`config.mk`:
```
export PLATFORM = sky130hd
export DESIGN_NAME = ifc_irq_ctrl
export DESIGN_NICKNAME = d
export VERILOG_FILES = /design/src/ifc_edge_sync.v /design/src/ifc_prescaler.v /design/src/ifc_irq_ctrl.v
export VERILOG_INCLUDE_DIRS = /design/src
export SDC_FILE = /design/constraint.sdc
export NUM_CORES = 1
export LEC_CHECK = 0
export BUFFER_PORTS_ARGS = -buffer_cell sky130_fd_sc_hd__buf_2
export CAP_MARGIN = 20
export CORE_MARGIN = 2
export CORE_UTILIZATION = 40
export CTS_BUF_LIST = sky130_fd_sc_hd__clkbuf_8
export CTS_CLUSTER_SIZE = 8
export DETAILED_ROUTE_END_ITERATION = 12
export PLACE_DENSITY = 0.65
export RECOVER_POWER = 50
export SYNTH_ARGS = -nofsm -noshare
export SYNTH_HDL_FRONTEND = slang
export SYNTH_SLANG_ARGS = --single-unit
```
`constraint.sdc`:
```
create_clock -name ref_clk -period 3.87 [get_ports ref_clk]
set_input_delay 0.387 -clock ref_clk [delete_from_list [all_inputs] [get_ports ref_clk]]
set_output_delay 0.387 -clock ref_clk [all_outputs]
set_load 0.05 [all_outputs]
```
`src/ifc_map.vh`:
```
/*
 * ifc_map.vh: register selects, field positions and reset values of the
 * interrupt flag, wake-up and control logic.
 * Assumes it is included by bare name from the interrupt controller file only.
 */
`ifndef IFC_MAP_VH
`define IFC_MAP_VH

// register-file selects seen on the core's register port
`define IFC_SEL_WAKE 4'he
`define IFC_SEL_FLAGS 4'hf
`define IFC_PAGE_WAKE 1'b0

// interrupt flag positions
`define IFC_F_TIMER 0
`define IFC_F_AUX_A 1
`define IFC_F_AUX_B 2
`define IFC_F_EXT_A 3
`define IFC_F_EXT_B 4
`define IFC_F_EXT_C 5
`define IFC_F_TONE 6
`define IFC_F_EXT_D 7

// control register fields
`define IFC_C_PSR_HI 2
`define IFC_C_PSR_LO 0
`define IFC_C_ASSIGN 3
`define IFC_C_CTX 4
`define IFC_C_TSRC 5
`define IFC_C_GIE 6
`define IFC_C_POL 7

// wake enable width, reset values and counter maxima
`define IFC_WAKE_W 4
`define IFC_WAKE_RST 4'h0
`define IFC_FLAGS_RST 8'h00
`define IFC_CTRL_RST 8'h00
`define IFC_TIMER_RST 8'h00
`define IFC_TIMER_MAX 8'hff
`define IFC_WDT_MAX 8'hff

`endif

```
`src/ifc_edge_sync.v`:
```
/*
 * ifc_edge_sync.v: two-flop synchroniser and edge detector per input bit.
 * Assumes inputs are asynchronous pins; outputs are one-cycle pulses on
 * ref_clk, one per rising and falling edge seen after synchronisation.
 */
`timescale 1ns/100ps

module ifc_edge_sync #(
    parameter N = 9
) (
    input wire ref_clk,
    input wire rst,
    input wire [N-1:0] pin_in,
    output wire [N-1:0] rise,
    output wire [N-1:0] fall
);
    genvar i;
    generate
        for (i = 0; i < N; i = i + 1) begin : g_bit
            reg meta_q;
            reg sync_q;
            reg prev_q;
            // first flop feeds only the second; edges judged on sync/prev
            always @(posedge ref_clk or posedge rst) begin
                if (rst) begin
                    meta_q <= 1'b1;
                    sync_q <= 1'b1;
                    prev_q <= 1'b1;
                end else begin
                    meta_q <= pin_in[i];
                    sync_q <= meta_q;
                    prev_q <= sync_q;
                end
            end
            assign rise[i] = sync_q & ~prev_q;
            assign fall[i] = ~sync_q & prev_q;
        end
    endgenerate
endmodule

```
`src/ifc_prescaler.v`:
```
/*
 * ifc_prescaler.v: shared 8-bit prescaler with selectable divide ratio.
 * Assumes tick_in is a one-cycle pulse from the source of whichever user
 * holds the prescaler; the owner chooses which output is used.
 */
`timescale 1ns/100ps

module ifc_prescaler #(
    parameter W = 8
) (
    input wire ref_clk,
    input wire rst,
    input wire clear,
    input wire tick_in,
    input wire [2:0] code,
    output wire tick_timer,
    output wire tick_wdt
);
    reg [W-1:0] cnt_q;
    wire [W-1:0] mask_timer;
    wire [W-1:0] mask_wdt;

    // low code+1 bits all ones gives 2^(code+1), low code bits gives 2^code
    assign mask_wdt = ~({W{1'b1}} << code);
    assign mask_timer = {mask_wdt[W-2:0], 1'b1};
    assign tick_timer = tick_in & ((cnt_q & mask_timer) == mask_timer);
    assign tick_wdt = tick_in & ((cnt_q & mask_wdt) == mask_wdt);

    // free running count; clear wins so a write never leaves a stale phase
    always @(posedge ref_clk or posedge rst) begin
        if (rst) begin
            cnt_q <= {W{1'b0}};
        end else if (clear) begin
            cnt_q <= {W{1'b0}};
        end else if (tick_in) begin
            cnt_q <= cnt_q + {{(W-1){1'b0}}, 1'b1};
        end
    end
endmodule

```
`src/ifc_irq_ctrl.v`:
```
/*
 * ifc_irq_ctrl.v: interrupt flags, wake-up enables, control register,
 * main timer, shared prescaler, watchdog and wake reset request.
 * Assumes the core presents register selects and instruction strobes as
 * one-cycle pulses on ref_clk; aux counter overflows come from same-clock
 * logic; port and tone inputs are asynchronous and are synchronised here.
 */
`timescale 1ns/100ps

`include "ifc_map.vh"

module ifc_irq_ctrl #(
    parameter TW = 8,
    parameter PW = 8
) (
    input wire ref_clk,
    input wire rst,
    // core register port
    input wire reg_wr_en,
    input wire [3:0] reg_sel,
    input wire reg_page,
    input wire [7:0] reg_wdata,
    output reg [7:0] reg_rdata,
    // dedicated control register access
    input wire control_write_instr,
    input wire [7:0] control_wdata,
    output wire [7:0] control_rdata,
    // instruction strobes
    input wire irq_disable_instr,
    input wire irq_enable_instr,
    input wire irq_return_instr,
    input wire watchdog_clear_instr,
    input wire sleep_instr,
    input wire irq_taken,
    // main timer access and sources
    input wire main_timer_wr,
    input wire [TW-1:0] main_timer_wdata,
    output wire [TW-1:0] main_timer_value,
    input wire instr_cycle_tick,
    input wire slow_clk_tick,
    // watchdog
    input wire wdt_enable,
    input wire wdt_src_tick,
    output wire wdt_timeout,
    // event sources
    input wire aux_a_overflow,
    input wire aux_b_overflow,
    input wire [3:0] port7_pin,
    input wire [3:0] port8_pin,
    input wire tone_detect_pin,
    input wire tone_edge_select,
    input wire [7:0] irq_mask,
    // interrupt request and context
    output wire irq_request,
    input wire [7:0] ctx_acc_in,
    input wire [7:0] ctx_status_in,
    input wire ctx_page_in,
    output wire [7:0] ctx_acc_out,
    output wire [7:0] ctx_status_out,
    output wire ctx_page_out,
    output wire ctx_restore,
    // deep sleep wake reset
    input wire deep_sleep,
    output wire wake_reset
);
    reg [7:0] flags_q;
    reg [7:0] flags_d;
    reg [`IFC_WAKE_W-1:0] wake_en_q;
    reg [7:0] ctrl_q;
    reg [7:0] ctrl_d;
    reg [TW-1:0] timer_q;
    reg [7:0] wdt_cnt_q;
    reg wdt_to_q;
    reg wake_rst_q;
    reg [7:0] acc_save_q;
    reg [7:0] stat_save_q;
    reg page_save_q;
    reg restore_q;

    wire [8:0] rise;
    wire [8:0] fall;
    wire [7:0] set_ev;
    wire assign_wdt;
    wire timer_src;
    wire psc_clear;
    wire psc_in;
    wire psc_tick_t;
    wire psc_tick_w;
    wire timer_tick;
    wire wdt_tick;
    wire timer_ovf;
    wire wdt_ovf;
    wire ext_a_ev;
    wire tone_ev;
    wire [3:0] p8_wake;
    wire p7_wake;
    wire wr_flags;
    wire wr_wake;

    // port-7 0..3, port-8 0..3 and tone line, all asynchronous
    ifc_edge_sync #(
        .N(9)
    ) u_sync (
        .ref_clk(ref_clk),
        .rst(rst),
        .pin_in({tone_detect_pin, port8_pin, port7_pin}),
        .rise(rise),
        .fall(fall)
    );

    assign assign_wdt = ctrl_q[`IFC_C_ASSIGN];
    // timer source choice; the slow tick is supplied already divided
    assign timer_src = ctrl_q[`IFC_C_TSRC] ? slow_clk_tick : instr_cycle_tick;

    // prescaler input follows its owner, never both at once
    assign psc_in = assign_wdt ? wdt_src_tick : timer_src;
    // sleep clears only when the watchdog owns it
    assign psc_clear = main_timer_wr
        | (assign_wdt & (watchdog_clear_instr | sleep_instr));

    ifc_prescaler #(
        .W(PW)
    ) u_psc (
        .ref_clk(ref_clk),
        .rst(rst),
        .clear(psc_clear),
        .tick_in(psc_in),
        .code(ctrl_q[`IFC_C_PSR_HI:`IFC_C_PSR_LO]),
        .tick_timer(psc_tick_t),
        .tick_wdt(psc_tick_w)
    );

    // the user without the prescaler runs straight from its own source
    assign timer_tick = assign_wdt ? timer_src : psc_tick_t;
    assign wdt_tick = assign_wdt ? psc_tick_w : wdt_src_tick;

    // main timer: write presets, ticks count up
    always @(posedge ref_clk or posedge rst) begin
        if (rst) begin
            timer_q <= `IFC_TIMER_RST;
        end else if (main_timer_wr) begin
            timer_q <= main_timer_wdata;
        end else if (timer_tick) begin
            timer_q <= timer_q + {{(TW-1){1'b0}}, 1'b1};
        end
    end
    assign timer_ovf = timer_tick & ~main_timer_wr
        & (timer_q == `IFC_TIMER_MAX);
    assign main_timer_value = timer_q;

    // watchdog counter; clear and sleep restart it
    always @(posedge ref_clk or posedge rst) begin
        if (rst) begin
            wdt_cnt_q <= 8'h00;
            wdt_to_q <= 1'b0;
        end else begin
            wdt_to_q <= wdt_ovf;
            if (~wdt_enable | watchdog_clear_instr | sleep_instr) begin
                wdt_cnt_q <= 8'h00;
            end else if (wdt_tick) begin
                wdt_cnt_q <= wdt_cnt_q + 8'h01;
            end
        end
    end
    assign wdt_ovf = wdt_enable & wdt_tick & ~watchdog_clear_instr
        & ~sleep_instr & (wdt_cnt_q == `IFC_WDT_MAX);
    assign wdt_timeout = wdt_to_q;

    // edge choices for pin 0 and the tone line
    assign ext_a_ev = ctrl_q[`IFC_C_POL] ? fall[0] : rise[0];
    assign tone_ev = fall[8] | (tone_edge_select & rise[8]);

    // event vector in flag order
    assign set_ev[`IFC_F_TIMER] = timer_ovf;
    assign set_ev[`IFC_F_AUX_A] = aux_a_overflow;
    assign set_ev[`IFC_F_AUX_B] = aux_b_overflow;
    assign set_ev[`IFC_F_EXT_A] = ext_a_ev;
    assign set_ev[`IFC_F_EXT_B] = fall[1];
    assign set_ev[`IFC_F_EXT_C] = fall[2];
    assign set_ev[`IFC_F_TONE] = tone_ev;
    assign set_ev[`IFC_F_EXT_D] = fall[3];

    assign wr_flags = reg_wr_en & (reg_sel == `IFC_SEL_FLAGS);
    assign wr_wake = reg_wr_en & (reg_sel == `IFC_SEL_WAKE)
        & (reg_page == `IFC_PAGE_WAKE);

    // writing a zero clears; a set in the same cycle still wins
    always @* begin
        flags_d = flags_q;
        if (wr_flags) begin
            flags_d = flags_q & reg_wdata;
        end
        flags_d = flags_d | set_ev;
    end

    always @(posedge ref_clk or posedge rst) begin
        if (rst) begin
            flags_q <= `IFC_FLAGS_RST;
        end else begin
            flags_q <= flags_d;
        end
    end

    // wake-up enables, low four bits only
    always @(posedge ref_clk or posedge rst) begin
        if (rst) begin
            wake_en_q <= `IFC_WAKE_RST;
        end else if (wr_wake) begin
            wake_en_q <= reg_wdata[`IFC_WAKE_W-1:0];
        end
    end

    // register read; unused upper wake bits read as zero
    always @(posedge ref_clk or posedge rst) begin
        if (rst) begin
            reg_rdata <= 8'h00;
        end else if (reg_sel == `IFC_SEL_FLAGS) begin
            reg_rdata <= flags_q;
        end else if (reg_sel == `IFC_SEL_WAKE && reg_page == `IFC_PAGE_WAKE) begin
            reg_rdata <= {4'h0, wake_en_q};
        end else begin
            reg_rdata <= 8'h00;
        end
    end

    // control register: the dedicated strobe writes it, the register port cannot; irq strobes set and clear the global enable bit
    always @* begin
        ctrl_d = ctrl_q;
        if (control_write_instr) begin
            ctrl_d = control_wdata;
        end
        if (irq_enable_instr | irq_return_instr) begin
            ctrl_d[`IFC_C_GIE] = 1'b1;
        end
        // disabling takes priority so a taken irq is never re-enabled
        if (irq_disable_instr | irq_taken) begin
            ctrl_d[`IFC_C_GIE] = 1'b0;
        end
    end

    always @(posedge ref_clk or posedge rst) begin
        if (rst) begin
            ctrl_q <= `IFC_CTRL_RST;
        end else begin
            ctrl_q <= ctrl_d;
        end
    end
    assign control_rdata = ctrl_q;

    // request only while flag, mask and global enable agree
    assign irq_request = ctrl_q[`IFC_C_GIE] & |(flags_q & irq_mask);

    // context backup on entry, restore pulse on return
    always @(posedge ref_clk or posedge rst) begin
        if (rst) begin
            acc_save_q <= 8'h00;
            stat_save_q <= 8'h00;
            page_save_q <= 1'b0;
            restore_q <= 1'b0;
        end else begin
            restore_q <= irq_return_instr & ctrl_q[`IFC_C_CTX];
            if (irq_taken & ctrl_q[`IFC_C_CTX]) begin
                acc_save_q <= ctx_acc_in;
                stat_save_q <= ctx_status_in;
                page_save_q <= ctx_page_in;
            end
        end
    end
    assign ctx_acc_out = acc_save_q;
    assign ctx_status_out = stat_save_q;
    assign ctx_page_out = page_save_q;
    assign ctx_restore = restore_q;

    // wake sources: port-8 falling edges per enable, masked port-7 edges
    assign p8_wake = fall[7:4] & wake_en_q;
    assign p7_wake = |({set_ev[`IFC_F_EXT_D], set_ev[`IFC_F_EXT_C],
        set_ev[`IFC_F_EXT_B], set_ev[`IFC_F_EXT_A]}
        & {irq_mask[`IFC_F_EXT_D], irq_mask[`IFC_F_EXT_C],
        irq_mask[`IFC_F_EXT_B], irq_mask[`IFC_F_EXT_A]});

    // deep sleep: any wake source restarts the device from address zero
    always @(posedge ref_clk or posedge rst) begin
        if (rst) begin
            wake_rst_q <= 1'b0;
        end else begin
            wake_rst_q <= deep_sleep & (wdt_ovf | (|p8_wake) | p7_wake);
        end
    end
    assign wake_reset = wake_rst_q;
endmodule

```
# Yosys cells after proc, flatten, opt, wreduce, memory -nomap -nowiden

Cells that the tools add are included.

Register bits after elaboration: 99
Word-level logic and storage cells: 137
Input port bits: 82
Output and inout bits: 45

$add $sub $neg: 3
Shifts and indexed selects: 1
Reductions and logical operators: 8
Eq/ne operators: 6
Mux-type cells: 17
Bitwise logic cells: 61

Operators by type and width:

| cell                  | number |
|---|---|
| $mux W8               | 8 |
| $and A8 B8 Y8         | 4 |
| $and A1 B1 Y1         | 28 |
| $add A8 B1 Y8 const B | 3 |
| $eq A8 B8 Y1          | 2 |
| $eq A8 B8 Y1 const B  | 2 |
| $not A1 Y1            | 16 |
| $or A1 B1 Y1          | 9 |
| $and A4 B4 Y4         | 2 |
| $eq A4 B4 Y1 const B  | 2 |
| $not A8 Y8            | 1 |
| $or A8 B8 Y8          | 1 |
| $reduce_or A4 Y1      | 2 |
| $reduce_or A8 Y1      | 1 |
| $shl A8 B3 Y8 const A | 1 |
| $mux W1               | 7 |
| $mux W7               | 1 |
| $reduce_bool A2 Y1    | 3 |
| $mux W4               | 1 |
| $reduce_bool A3 Y1    | 1 |
| $logic_and A1 B1 Y1   | 1 |

# Logic depth before layout (Yosys ltp)

Gate-level depths: netlist (run 1).

Word-level depth: 13
Mapped depth: 7
Mapped depth without buffers: 6

# Modules after synthesis

From an unflattened synthesis (run 1), not the netlist that was laid out.

Cells, all modules: 330
Area, all modules: 4125.2 µm²

By module, submodules not included:

| module        | sequential area each (µm²) | instances | cells an instance | area an instance (µm²) |
|---|---|---|---|---|
| ifc_irq_ctrl  | 1601.5                     | 1         | 229               | 2763.9 |
| ifc_edge_sync | 709.4                      | 1         | 46                | 870.8 |
| ifc_prescaler | 200.2                      | 1         | 55                | 490.5 |

# Worst setup path after synthesis (run 1)

No wires, ideal clock.

Path type: reg-to-reg
Start point: register ctrl_q[0], in the netlist control_rdata[0]
End point: register wdt_cnt_q[7]
Period minus slack after synthesis: 2024 ps
Path slack: 1846 ps
Arrival time: 1946 ps
Buffers on the path: 0
Library setup time: 78 ps
Stages on the path, launching flop included: 7
Data required time: 3792 ps
Cell sequence: dfrtp_1 > nor2b_1 > o21ai_2 > a21oi_1 > o31a_1 > or4_1 > a21oi_1

Longest elaborated chain between the ends: 7

Ends and longest elaborated chain:

| item                             | line               | source |
|---|---|---|
| from (decl)                      | ifc_irq_ctrl.v:69  | `reg [7:0] ctrl_q;` |
| from (signal assigned)           | ifc_irq_ctrl.v:243 | `` ctrl_q <= `IFC_CTRL_RST; `` |
| from (signal assigned)           | ifc_irq_ctrl.v:245 | `ctrl_q <= ctrl_d;` |
| $shl A8 B3 Y8 (*)                | ifc_prescaler.v:24 | `assign mask_wdt = ~({W{1'b1}} << code);` |
| $not A8 Y8 (*)                   | ifc_prescaler.v:24 |  |
| $and A8 B8 Y8                    | ifc_prescaler.v:27 | `assign tick_wdt = tick_in & ((cnt_q & mask_wdt) == mask_wdt);` |
| $eq A8 B8 Y1 (*)                 | ifc_prescaler.v:27 |  |
| $and A1 B1 Y1 (*)                | ifc_prescaler.v:27 |  |
| $mux W1 (*)                      | ifc_irq_ctrl.v:135 | `assign wdt_tick = assign_wdt ? psc_tick_w : wdt_src_tick;` |
| $reduce_bool A2 Y1 (no line) (*) | n/a                |  |
| to (signal assigned)             | ifc_irq_ctrl.v:161 | `wdt_cnt_q <= wdt_cnt_q + 8'h01;` |
| to (decl)                        | ifc_irq_ctrl.v:72  | `reg [7:0] wdt_cnt_q;` |

Every way passes the cells marked *; elsewhere a longest branch is shown, timed or not.
A chain may end at the register's enable or synchronous reset.

# Worst setup path after layout (run 1)

Start point: register ctrl_q[2], in the netlist control_rdata[2]
End point: register wdt_cnt_q[7]

Same word-level chain as after synthesis.

==> results of run 1 <==
## stage by stage
step                      util, %  worst slack (ns)  total power [uW]
final                        51.3              1.80              2340
after global routing         51.3              1.54              2460
after CTS                    51.4              1.79              2380
after detailed placement     49.2              1.80              1680
after global placement       49.2              1.93              1670
after floorplan                 -             0.937              1530
## final cells by class
class / instances / area (um2) / share of cell area (%)
multi-input combinational: 214 / 1440 / 28.8
tap: 133 / 166 / 3.33
sequential: 99 / 2510 / 50.3
inverter: 10 / 40.0 / 0.802
timing repair buffer: 127 / 633 / 12.7
clock buffer: 9 / 124 / 2.48
clock inverter: 7 / 81.3 / 1.63
## power breakdown
part	total [uW]	internal (uW)	switching (uW)
sequential	1180	1130	55.3
clock	681	310	371
combinational	476	144	332
total	2340	1580	758
## routing by layer
layer | track usage [%] | vias up
li1 | - | 1429
met1 | 22.1 | 1424
met2 | 27.0 | 95
met3 | 4.70 | 18
met4 | 6.47 | 0
met5 | 0 | -
## worst max-delay path, cell delays in order, from the launching register on
cell and delay (ns):
sky130_fd_sc_hd__dfrtp_1 0.44, sky130_fd_sc_hd__inv_1 0.17, sky130_fd_sc_hd__o31ai_1 0.08, sky130_fd_sc_hd__and2_1 0.17
sky130_fd_sc_hd__o31a_1 0.44, sky130_fd_sc_hd__or4_1 0.52, sky130_fd_sc_hd__a21oi_1 0.17
## cell usage in the layout (no fill, tap or decap), types with 9 or more instances in the layout
cell type                  count
sky130_fd_sc_hd__dfrtp_1      72
sky130_fd_sc_hd__inv_1         9
sky130_fd_sc_hd__clkbuf_8      9
sky130_fd_sc_hd__nand3b_1     12
sky130_fd_sc_hd__nand2_1      24
sky130_fd_sc_hd__xor2_1       12
sky130_fd_sc_hd__dfstp_2      21
sky130_fd_sc_hd__a21oi_1      13
sky130_fd_sc_hd__nor2_1       13
sky130_fd_sc_hd__mux2_2       25
sky130_fd_sc_hd__nand3_1      12
sky130_fd_sc_hd__o21ai_0      25
sky130_fd_sc_hd__buf_2       125
## kinds of logic after synthesis
group	Yosys count	share of synthesized area, %
fa+ha+maj	3	0.937
simple gates	102	14.0
buf+inv	15	1.50
compound gates	68	10.3
xor+xnor	13	2.84
flops	99	62.7
mux	28	7.78
## flip-flops by register name, indices dropped and copies added (netlist names)
signal and count:
control_rdata 8, ctx_acc_out 8, ctx_page_out 1, ctx_restore 1, ctx_status_out 8, flags_q 8, main_timer_value 8, reg_rdata 8
u_psc.cnt_q 8, u_sync.g_bit.meta_q 9, u_sync.g_bit.prev_q 9, u_sync.g_bit.sync_q 9, wake_en_q 4, wake_reset 1, wdt_cnt_q 8, wdt_timeout 1
## synth_stat cells, drive strengths merged
library cell and number:
dfrtp 72, or3 7, a22o 4, ha 3, o31a 1, a31oi 3, o21a 2, nand3b 12
nand4 6, a41oi 1, o31ai 3, xnor2 1, nor2b 2, and4 2, and2 8, mux2i 3
dfstp 27, o21ai 33, clkbuf 3, inv 10, or4 1, o21bai 1, or3b 1, nor4 1
xor2 12, o221ai 1, mux2 25, a21oi 13, nor2 13, a2111oi 1, nand3 12, buf 2
a22oi 4, nand2b 4, nand2 24, nor3 2, and3 6, a211o 1, or2 1
## path summary, 6_finish.rpt
check,start,end
setup / recovery,control_rdata[2],wdt_cnt_q[7]
hold / removal,tone_detect_pin,u_sync.g_bit[8].meta_q
setup reg to reg,control_rdata[2],wdt_cnt_q[7]
hold reg to reg,u_sync.g_bit[3].meta_q,u_sync.g_bit[3].sync_q
max in group asynchronous,rst,control_rdata[1]
min in group asynchronous,rst,wdt_timeout
==> reports/summary.txt, run 1 <==
=================================================================================================
Top routing layer in use                                                                     met4
Area overhead of the layout relative to synthesis                                           24.6%
Startpoint-to-endpoint class of the critical path                                      reg -> reg
Synthesized area per cell                                                                12.2 um2
Period Utilization, post-route                                                              53.4%
Maximum vdd drop                                                                         0.236 mV
Clock latency at the later pin of the worst-skew pair                                     0.36 ns
Setup violators final                                                                           0
Buffers on Ports                                                                              126
Instance count along the most critical hold path                                                1
Number of standard cells after synthesis                                                      328
Flop-to-flop setup slack                                                                  1.80 ns
Synth Warn #                                                                                    0
Critical Path Source Type                                                                    flop
Category of the worst setup path capture point                                               flop
Number of DRC violations after detailed routing                                                 0
Sink Count                                                                                     99
Clock tree from TritonCTS                                                                   built
Total global-route track usage                                                              17.0%
Max Cap Viol                                                                                    0
Width of the die                                                                           104 um
Number of routed nets with antenna violations                                                   0
Area share of the largest cell type after synthesis                                         45.0%
Fill count                                                                                    912
Netlist area before placement                                                            4010 um2
# placed instances                                                                            583
Met3 WL                                                                                    465 um
Number of setup buffers added after CTS                                                         0
Pin count of the biggest net entering global routing                                           76
Register bit total from synthesis                                                              99
Routed length on met1                                                                     3950 um
CTS hold repair buffers                                                                         0
Critical path peak fanout                                                                      17
Final Max Tran Viols                                                                            0
Number of distinct library cell variants in the gate-level netlist after synthesis             46
Required @ worst endpoint                                                                 4.15 ns
Maximum clock rate                                                                        484 MHz
WL final                                                                                  8710 um
Placer's final routability congestion estimate                                              0.902
Fin Clk Skew                                                                            0.0106 ns
Clock transition at path regs                                                             0.10 ns
Number of non-filler instances in the completed layout                                        599
Total number of placement rows                                                                 36
Sequential cell area fraction in the yosys report                                           62.7%
Tightest slew margin relative to the limit                                                  12.0%
Cells taking the most area after synthesis                                           sky130_fd_sc_hd__dfrtp_1 (45%), sky130_fd_sc_hd__dfstp_2 (18%), sky130_fd_sc_hd__mux2_2 (7.0%)
Number of buffers created by CTS                                                                9
I/O pin count                                                                                 127
Worst min path class                                                                    in -> reg
Mean routed wirelength per cell                                                           14.5 um
Via count of the routed design                                                               2966
Core area                                                                                9730 um2
RSZ-0062 raised after global routing                                                           no
CTS H-tree depth                                                                                3
Global-route wire length before repair                                                   14800 um
Overflow left after global routing                                                              0
Cell at the root of the clock tree                                                   sky130_fd_sc_hd__clkbuf_8
Detailed-route vias per instance                                                             4.95
Hold Vio Cnt, Final                                                                             0
Final critical path time including I/O delays and setup                                   2.07 ns
Dominant cell type by area after synthesis                                           sky130_fd_sc_hd__dfrtp_1
DRC marker count from the first detailed-route iteration                                      117
Diode insertion count for antenna repair                                                        0
Instance area after placement                                                            4790 um2
Initial DRT Pass Iterations                                                                     4
Metal2 WL                                                                                 4080 um
Worst hold slack across all endpoints                                                    0.109 ns
Antenna violations before repair                                                                0
Via count of the first global-routing pass                                                   3130
Area of all placed cells without fillers                                                 4990 um2
Die area                                                                                10800 um2
Starting utilization of the core area                                                       41.2%
Ratio of total power to cell area                                                      469 nW/um2
Slew of the pin with the lowest slew margin                                               1.32 ns
Static Leakage                                                                         0.00232 uW
Status                                                                                  completed
HPWL after detailed placement                                                             6370 um
Worst EP arrival                                                                          2.34 ns
Final total negative setup slack                                                             0 ns
Post-CTS sizing                                                                                 0
Post-Syn Nets                                                                                 413
Nets                                                                                          546
Share of cells above drive strength 1                                                       41.8%
Clk buf depth                                                                                   2
Worst-case reg-to-reg path depth                                                                6
Y dimension of the die                                                                     104 um
=================================================================================================
Note: power is estimated with default switching activity, not from simulation.
==> inputs of run 2 (changes only) <==
clock period = 2.1 ns   (was 3.87 ns; I/O delays follow)
==> reports/summary.txt, run 2 (synthesis results as in run 1) <==
============================================================================
Status                                                             completed
Share of cells above drive strength 1                                  43.2%   +1.3 points
Total number of placement rows                                            36   unchanged
Maximum clock rate                                                   509 MHz   +5.3%
RSZ-0062 raised after global routing                                      no
Leading cell types in the layout, fill and taps excluded        sky130_fd_sc_hd__buf_2 (123), sky130_fd_sc_hd__dfrtp_1 (72), sky130_fd_sc_hd__dfstp_2 (27)
Max Cap Viol                                                               0   unchanged
Pin count of the biggest net entering global routing                     100   +32%
Overflow left after global routing                                         0   unchanged
Starting utilization of the core area                                  41.2%   unchanged
Width of the die                                                      104 um   unchanged
Instance count along the most critical hold path                           2   +1
Y dimension of the die                                                104 um   unchanged
Cell at the root of the clock tree                              sky130_fd_sc_hd__clkbuf_8
Number of buffers created by CTS                                           9   unchanged
Area overhead of the layout relative to synthesis                      28.8%
Critical path peak fanout                                                 17   unchanged
I/O pin count                                                            127   unchanged
Nets                                                                     562   +2.9%
Largest registers ranked by flip-flop count                     u_sync.g_bit.meta_q (9), u_sync.g_bit.prev_q (9), u_sync.g_bit.sync_q (9)
Detailed-route vias per instance                                        4.87   -1.7%
Diode insertion count for antenna repair                                   0   unchanged
Post-layout utilization of the core                                    53.0%   +1.7 points
CTS H-tree depth                                                           3   unchanged
Static Leakage                                                    0.00239 uW   +3.1%
Clk buf depth                                                              2   unchanged
Maximum vdd drop                                                    0.510 mV   +120%
Sink Count                                                                99   unchanged
Placer's final routability congestion estimate                         0.842   -6.7%
Number of routed nets with antenna violations                              0   unchanged
Buffers on Ports                                                         126   unchanged
HPWL after detailed placement                                        6310 um   -0.93%
Min-Delay Startpoint                                               irq_taken
Critical Path Source Type                                               flop
Core area                                                           9730 um2   unchanged
Worst min path class                                               in -> reg
Source of the worst register-to-register timing path            control_rdata[1]
Worst-case reg-to-reg path depth                                           6   unchanged
Required @ worst endpoint                                            2.39 ns   -1.76 ns
Worst EP arrival                                                     2.25 ns   -0.09 ns
Slew of the pin with the lowest slew margin                          1.30 ns   -0.0243 ns
Ratio of total power to cell area                                 850 nW/um2   +81%
Clock tree from TritonCTS                                              built
Final total negative setup slack                                        0 ns   unchanged
Via count of the routed design                                          2992   +0.88%
Number of DRC violations after detailed routing                            0   unchanged
Final Max Tran Viols                                                       0   unchanged
Antenna violations before repair                                           0   unchanged
Mean routed wirelength per cell                                      14.1 um   -2.8%
Endpoint of the worst hold path                                 control_rdata[6]
Fin Clk Skew                                                      0.00632 ns   -0.00427 ns
Clock transition at path regs                                        0.09 ns   about the same
Category of the worst setup path capture point                          flop
WL final                                                             8690 um   -0.16%
Most common library cell in the layout ignoring fill and taps   sky130_fd_sc_hd__buf_2
Hold Vio Cnt, Final                                                        0   unchanged
Reg2Reg Capture Point                                           wdt_cnt_q[7]
Via count of the first global-routing pass                              2976   -4.9%
Tightest slew margin relative to the limit                             13.6%   +1.6 points
Total global-route track usage                                         16.8%   -0.11 points
Final critical path time including I/O delays and setup              1.96 ns   -0.103 ns
Startpoint-to-endpoint class of the critical path                 reg -> reg
Fill count                                                               877   -3.8%
Initial DRT Pass Iterations                                                4   unchanged
DRC marker count from the first detailed-route iteration                 102   -13%
Setup violators final                                                      0   unchanged
Clock latency at the later pin of the worst-skew pair                0.36 ns   about the same
Period Utilization, post-route                                         93.5%   +40 points
Global-route wire length before repair                              14600 um   -1.0%
Die area                                                           10800 um2   unchanged
Flop-to-flop setup slack                                             0.14 ns   -1.67 ns
============================================================================
## run 2: report_power, final
group          switching, uW  leakage [uW]  total (uW)  internal [uW]
logic                    615       0.00111         907            292
registers                100       0.00118        2180           2080
clock network            634      0.000101        1300            666
total                   1350       0.00239        4380           3030
## run 2: worst max path at each step
| stage | from | endpoint | slack (ns) | cells after the start |
|---|---|---|---|---|
| floorplan | control_rdata[0] | wdt_cnt_q[7] | 0.08 | 6 |
| global placement | control_rdata[0] | wdt_cnt_q[7] | 0.16 | 6 |
| detailed placement | control_rdata[1] | wdt_cnt_q[7] | 0.1 | 6 |
| CTS | control_rdata[1] | wdt_cnt_q[7] | 0.08 | 6 |
| global route | control_rdata[1] | wdt_cnt_q[7] | 0.03 | 6 |
| finish | control_rdata[1] | wdt_cnt_q[7] | 0.14 | 6 |
## run 2: area by class of cell
type                    count  area [um2]  area share (%)
inverters                  10        41.3           0.800
flip-flops and latches     99        2510            48.7
multi-input cells         214        1440            28.0
repair buffers            143         779            15.1
well taps                 133         166            3.23
clock inverters             7        92.6            1.79
clock buffers               9         124            2.40
## run 2: metal layers
metal	GRT usage [%]	wire (um)	vias to the layer above
li1	-	-	1464
met1	22.9	4060	1434
met2	26.5	4090	86
met3	4.45	452	8
met4	5.31	93	0
met5	0	0	-
## run 2: repair_timing
item / CTS / global route
hold buffers: 10 / 0
buffers inserted: 0 / 0
resized for setup: 0 / 2
endpoints found under the setup margin: 0 / 1
hold endpoints to repair: 10 / 0
## run 2: through the flow
stage,instances,instance area (um2),hold WS (ns),power [uW],worst slack (ns)
floorplan,328,4010,0.214,2830,0.0763
global route,615,5160,0.0115,4600,0.0284
finish,615,5160,0.0189,4380,0.136
global placement,589,4850,0.316,3100,0.161
detailed placement,589,4850,0.316,3120,0.0989
CTS,615,5170,0.00408,4450,0.0800
## run 2: critical path, stage by stage (launching register included)
cell	delay, ns
sky130_fd_sc_hd__dfrtp_1	0.43
sky130_fd_sc_hd__inv_1	0.15
sky130_fd_sc_hd__o31ai_1	0.09
sky130_fd_sc_hd__and2_1	0.17
sky130_fd_sc_hd__o31a_4	0.42
sky130_fd_sc_hd__or4_1	0.48
sky130_fd_sc_hd__a21oi_1	0.15
